`config.mk`:
```
export PLATFORM = sky130hd
export DESIGN_NAME = gia_aggregator
export DESIGN_NICKNAME = d
export VERILOG_FILES = /design/src/inc/gia_pkg.sv /design/src/core/gia_aggregator.sv
export SDC_FILE = /design/constraint.sdc
export NUM_CORES = 1
export LEC_CHECK = 0
export ABC_AREA = 1
export CAP_MARGIN = 10
export CORE_ASPECT_RATIO = 1.2
export CORE_MARGIN = 3
export CORE_UTILIZATION = 49
export DETAILED_ROUTE_END_ITERATION = 8
export DONT_BUFFER_PORTS = 1
export HOLD_SLACK_MARGIN = 0.02
export PLACE_DENSITY = 0.66
export SYNTH_ARGS = -nofsm -noshare
export SYNTH_HDL_FRONTEND = slang
export SYNTH_SLANG_ARGS = --single-unit
```
`constraint.sdc`:
```
create_clock -name clock -period 1.15 [get_ports clock]
set_input_delay 0.0575 -clock clock [delete_from_list [all_inputs] [get_ports clock]]
set_output_delay 0.0575 -clock clock [all_outputs]
set_load 0.005 [all_outputs]
```
`src/inc/gia_pkg.sv`:
```
// Package: register map, field layout and carriers of the GPIO banks
package gia_pkg;

	// ==========================================================
	// Register offsets
	localparam logic [7:0] GIA_BANK_A_SOURCE_OFS = 8'h28;
	localparam logic [7:0] GIA_BANK_A_ENABLE_OFS = 8'h2C;
	localparam logic [7:0] GIA_BANK_A_RESULT_OFS = 8'h30;
	localparam logic [7:0] GIA_BANK_B_SOURCE_OFS = 8'h3C;
	localparam logic [7:0] GIA_BANK_B_ENABLE_OFS = 8'h40;
	localparam logic [7:0] GIA_BANK_B_RESULT_OFS = 8'h44;

	// ==========================================================
	// Field layout
	localparam logic [31:0] GIA_BANK_A_IMPL_MASK = 32'h00FF_FFFF;
	localparam logic [31:0] GIA_BANK_B_IMPL_MASK = 32'h07FF_FFFF;
	localparam int GIA_NORMALIZE_SCRATCH_BIT_BIT = 31;

	// ==========================================================
	// Reset values
	localparam logic [31:0] GIA_REG_RESET = 32'h0000_0000;
	localparam logic GIA_BIT_RESET = 1'h0;

	// ==========================================================
	// Carriers
	typedef struct packed {
		logic rd;
		logic wr;
		logic [7:0] addr;
		logic [31:0] wdata;
	} gia_req_t;

	typedef struct packed {
		logic rvalid;
		logic [31:0] rdata;
	} gia_rsp_t;

endpackage

```
`src/core/gia_aggregator.sv`:
```
// GPIO interrupt aggregator: two banks of source, enable and result

// ==========================================================
// One bank
module gia_bank #(
	parameter logic [31:0] IMPL_MASK = 32'h0000_0000
) (
	input wire logic clock,
	input wire logic reset,
	input wire logic [31:0] gpio_event,
	input wire logic wr_source,
	input wire logic wr_enable,
	input wire logic wr_result,
	input wire logic [31:0] wdata,
	output logic [31:0] source_r,
	output logic [31:0] enable_r,
	output logic [31:0] result,
	output logic irq_r
);
	import gia_pkg::*;

	logic [31:0] source_nxt;
	logic [31:0] enable_nxt;
	logic [31:0] clear_mask;
	logic [31:0] set_mask;
	logic [31:0] wdata_impl;
	logic [31:0] pending;
	logic normalize_scratch_bit_r;
	logic normalize_scratch_bit_nxt;
	logic irq_nxt;

	// ==========================================================
	// Next-state logic
	// Set wins over clear so an event in the clearing cycle survives
	assign wdata_impl = wdata & IMPL_MASK;
	assign set_mask = gpio_event & IMPL_MASK;
	assign clear_mask = wr_source ? wdata_impl : 32'h0000_0000;
	assign source_nxt = (source_r & ~clear_mask) | set_mask;
	assign enable_nxt = wr_enable ? wdata_impl : enable_r;
	assign normalize_scratch_bit_nxt = wr_result ? wdata[GIA_NORMALIZE_SCRATCH_BIT_BIT] : normalize_scratch_bit_r;
	assign pending = source_r & enable_r & IMPL_MASK;
	assign result = {normalize_scratch_bit_r, pending[30:0]};
	assign irq_nxt = |pending;

	// ==========================================================
	// State
	// One short flop block per register keeps each reset easy to audit
	always_ff @(posedge clock) begin
		if (reset) begin
			source_r <= GIA_REG_RESET;
		end else begin
			source_r <= source_nxt;
		end
	end

	always_ff @(posedge clock) begin
		if (reset) begin
			enable_r <= GIA_REG_RESET;
		end else begin
			enable_r <= enable_nxt;
		end
	end

	always_ff @(posedge clock) begin
		if (reset) begin
			normalize_scratch_bit_r <= GIA_BIT_RESET;
		end else begin
			normalize_scratch_bit_r <= normalize_scratch_bit_nxt;
		end
	end

	always_ff @(posedge clock) begin
		if (reset) begin
			irq_r <= GIA_BIT_RESET;
		end else begin
			irq_r <= irq_nxt;
		end
	end
endmodule

// ==========================================================
// Top: register port and both banks
module gia_aggregator (
	input wire logic clock,
	input wire logic reset,
	input wire gia_pkg::gia_req_t bus_req,
	output gia_pkg::gia_rsp_t bus_rsp,
	input wire logic [31:0] gpio_event_a,
	input wire logic [31:0] gpio_event_b,
	output logic irq_bank_a,
	output logic irq_bank_b
);
	import gia_pkg::*;

	logic [31:0] a_source;
	logic [31:0] a_enable;
	logic [31:0] a_result;
	logic [31:0] b_source;
	logic [31:0] b_enable;
	logic [31:0] b_result;
	logic hit_a_src;
	logic hit_a_en;
	logic hit_a_res;
	logic hit_b_src;
	logic hit_b_en;
	logic hit_b_res;
	logic hit_any;
	logic wr_a_src;
	logic wr_a_en;
	logic wr_a_res;
	logic wr_b_src;
	logic wr_b_en;
	logic wr_b_res;
	logic [31:0] rd_word;
	logic [31:0] rdata_nxt;
	gia_rsp_t rsp_r;
	gia_rsp_t rsp_nxt;

	// ==========================================================
	// Address decode
	assign hit_a_src = bus_req.addr == GIA_BANK_A_SOURCE_OFS;
	assign hit_a_en = bus_req.addr == GIA_BANK_A_ENABLE_OFS;
	assign hit_a_res = bus_req.addr == GIA_BANK_A_RESULT_OFS;
	assign hit_b_src = bus_req.addr == GIA_BANK_B_SOURCE_OFS;
	assign hit_b_en = bus_req.addr == GIA_BANK_B_ENABLE_OFS;
	assign hit_b_res = bus_req.addr == GIA_BANK_B_RESULT_OFS;
	assign hit_any = hit_a_src | hit_a_en | hit_a_res |
		hit_b_src | hit_b_en | hit_b_res;

	// ==========================================================
	// Write strobes
	assign wr_a_src = bus_req.wr && hit_a_src;
	assign wr_a_en = bus_req.wr && hit_a_en;
	assign wr_a_res = bus_req.wr && hit_a_res;
	assign wr_b_src = bus_req.wr && hit_b_src;
	assign wr_b_en = bus_req.wr && hit_b_en;
	assign wr_b_res = bus_req.wr && hit_b_res;

	// Unmapped reads answer zero; unmapped writes are dropped
	assign rdata_nxt = hit_a_src ? a_source :
		hit_a_en ? a_enable :
		hit_a_res ? a_result :
		hit_b_src ? b_source :
		hit_b_en ? b_enable :
		hit_b_res ? b_result : 32'h0000_0000;

	// Idle data is zero so a stale word never looks like an answer
	assign rd_word = bus_req.rd ? rdata_nxt : 32'h0000_0000;
	assign rsp_nxt = {bus_req.rd, rd_word};

	// ==========================================================
	// Banks
	gia_bank #(
		.IMPL_MASK(GIA_BANK_A_IMPL_MASK)
	) u_bank_a (
		.clock(clock),
		.reset(reset),
		.gpio_event(gpio_event_a),
		.wr_source(wr_a_src),
		.wr_enable(wr_a_en),
		.wr_result(wr_a_res),
		.wdata(bus_req.wdata),
		.source_r(a_source),
		.enable_r(a_enable),
		.result(a_result),
		.irq_r(irq_bank_a)
	);

	gia_bank #(
		.IMPL_MASK(GIA_BANK_B_IMPL_MASK)
	) u_bank_b (
		.clock(clock),
		.reset(reset),
		.gpio_event(gpio_event_b),
		.wr_source(wr_b_src),
		.wr_enable(wr_b_en),
		.wr_result(wr_b_res),
		.wdata(bus_req.wdata),
		.source_r(b_source),
		.enable_r(b_enable),
		.result(b_result),
		.irq_r(irq_bank_b)
	);

	// ==========================================================
	// Read response
	always_ff @(posedge clock) begin
		if (reset) begin
			rsp_r <= '0;
		end else begin
			rsp_r <= rsp_nxt;
		end
	end

	assign bus_rsp = rsp_r;
endmodule

```
==> flow_summary.ini <==
[global_routing]
use_met2_pct = 44.0
grtUsageTotal_pct = 25.6
use_met1_pct = 31.2
grt_pass1_wl_um = 30200
met3_usage_pct = 6.24
overflow = 0
grt_max_degree = 108
grt_pass1_vias = 5982
antenna_found_initial = 0
busiest_layer = met2

[placed_design]
gp_congestion = 0.845
hpwl_um = 12700
portBuffers = 0
placedCellCount = 1119
place_area_sq_mm = 0.00695

[logic_synthesis]
synthDistinctLibCells = 27
synth_seq_cells = 135
async_flop_share_pct = 0
synth.avg_cell_area_sq_um = 6.75
synthFlopType = dfxtp_1
yosysWarnings = 0
synth_edf_count = 0
yosysSeqAreaShare_pct = 41.8
synth_cells = 957
synth.cell_area_sq_mm = 0.00646

[sta]
hold_viol = 106
period_minus_slack_ns = 1.04
slew_violations = 0
rsz0062_at_grt = no
finalSetupViolCount = 0
clock_skew_ns = 0.00702
final.setup.tns_ns = 0
fmax_mhz = 958
fin_crit_sh_pct = 90.8
whs_ns = -0.301

[setup_path]
cp-start-kind = flop
arrival_ns = 1.32
critPathTopFamily = simple AND/OR/NAND/NOR gates
reg2reg_to = u_bank_b.irq_r$_SDFF_PP0_
worstPathRequired_ns = 1.43
critPathMaxStageDelay_ns = 0.32
critPathKind = flop to flop
end_kind = flop
crit_path_cell_trace = nand2_1 > nand3_1 > nor3_2 > a31oi_1
ff2ff_path_depth = 4
crit_path_max_fanout = 3
cp_num_buf_inv = 0
critPathSlowestCell = dfxtp_1
timing.rr.start = u_bank_b.enable_r[24]$_SDFFE_PP0P_
rrSetupSlack_ns = 0.11

[layout]
fin_area_sq_mm = 0.00762
final_net_count = 1086
layout_commonest_cell = nand2_1
layout_common_cells = nand2_1 (198), nand3_1 (141), dfxtp_1 (135), nor2_1 (108), inv_1 (101)
synthToLayoutAreaGrowth_pct = 18.0
antenna_cells = 0
filler_cell_count = 1208
fin_cells = 1155
drive_above_1_share_pct = 11.7

[die]
io_pins = 143
die_h_um = 132
dieArea_sq_mm = 0.0146
die_width_um = 111
design.core.area_sq_mm = 0.0128
start_util_pct = 50.6
fp-row-count = 45

[cts]
cts_root_buf = clkbuf_16
cts.sinks = 135
cts_tree = built
cts_max_level = 4
cts_inserted_buffers = 17
clk_pin_slew_ns = 0.06
holdBufCountCts = 3
clock_path_buffers = 2
clkLatencyLatePin_ns = 0.43

[routing]
remaining_drc_errors = 0
vias = 6346
wire_per_inst_um = 16.0
drt_pass1_iterations = 6
drtIter0Drc = 380
wl_um = 18400
detail-route-antenna-nets = 0
via_per_inst = 5.49

[worst_hold_path]
worstHoldPathType = input port to flop
holdPathStages = 1
min-delay-start = reset
hold_end = u_bank_b.source_r[9]$_SDFF_PP0_

[pwr]
pwr_density_cell_mw_per_mm2 = 1460
power.total_mw = 11.1
ir_drop_uv = 1020
p_leak_nw = 3.42

[status]
violations = negative hold slack
status = finished with violations

[run]
maxCapViolCount = 0
## synthesized netlist by cell type (2+ instances only)
library cell,number,area share [%]
nand3_1,141,11
buf_4,12,1.4
nor2_1,111,6.4
nand2_2,4,0.39
nand2_1,200,12
nor2_2,4,0.39
a211oi_1,8,0.93
buf_6,2,0.35
inv_2,7,0.41
nor2_4,2,0.35
a31oi_1,2,0.19
dfxtp_1,135,42
a21oi_1,95,7.4
nor3_1,4,0.31
nand4_1,58,5.6
o21ai_0,14,1.1
buf_2,21,1.6
a211oi_2,3,0.58
inv_1,101,5.9
clkbuf_1,26,1.5
## flip-flops by register name, indices dropped and copies added, names as in the netlist
signal and flops:
u_bank_b.enable_r 27, u_bank_a.irq_r 1, u_bank_a.enable_r 24, bus_rsp 29, u_bank_b.source_r 27, u_bank_b.normalize_scratch_bit_r 1, u_bank_a.source_r 24, u_bank_a.normalize_scratch_bit_r 1
u_bank_b.irq_r 1
## final cells by class
class	instances	area (sq um)	share of cell area [%]
clock buffer	21	450	5.91
clock inverter	11	173	2.27
inverter	109	409	5.37
multi-input combinational	654	3080	40.4
sequential	135	2700	35.5
tap	164	205	2.69
timing repair buffer	61	601	7.88
## repair_timing
action | CTS | global route
endpoints found under the setup margin | 0 | 4
setup buffers | 0 | 2
gates resized for setup | 0 | 5
hold endpoints to repair | 117 | 106
## logic make-up after synthesis
kind of cell,share of synthesized area [%]
other cells,0.0580
compound gates,10.4
flops,41.8
simple gates,36.4
buf+inv,11.3
## how the worst max path moves through the flow
| stage | startpoint | endpoint | slack [ns] | cells after the start |
|---|---|---|---|---|
| after floorplan | bus_req[32] | u_bank_a.source_r[15]$_SDFF_PP0_ | 0.003 | 9 |
| after global placement | bus_req[39] | u_bank_b.source_r[9]$_SDFF_PP0_ | -0.13 | 7 |
| after detailed placement | bus_req[39] | u_bank_b.source_r[9]$_SDFF_PP0_ | -0.17 | 7 |
| after CTS | u_bank_b.source_r[24]$_SDFF_PP0_ | u_bank_b.irq_r$_SDFF_PP0_ | 0.02 | 4 |
| after global routing | u_bank_b.source_r[16]$_SDFF_PP0_ | bus_rsp[16]$_SDFF_PP0_ | 0.02 | 8 |
| final | u_bank_b.enable_r[24]$_SDFFE_PP0P_ | u_bank_b.irq_r$_SDFF_PP0_ | 0.11 | 4 |
## stage by stage
step,worst slack [ns],util [%]
3_5_place_dp,-0.169,54.3
6_report,0.106,59.6
5_1_grt,0.0168,59.6
4_1_cts,0.0173,59.5
3_3_place_gp,-0.128,54.3
2_1_floorplan,0.00274,-
## power by group
group          total [mW]  switching [mW]  internal [mW]
sequential           4.93           0.113           4.81
clock                5.76            2.07           3.69
combinational       0.448           0.255          0.193
## per-layer routing
layer | up-vias | wire (um)
li1 | 3180 | -
met1 | 2924 | 7660
met2 | 215 | 9240
met3 | 27 | 1130
met4 | 0 | 404
met5 | - | 0
No activity file was read; power rests on OpenSTA's default activity.
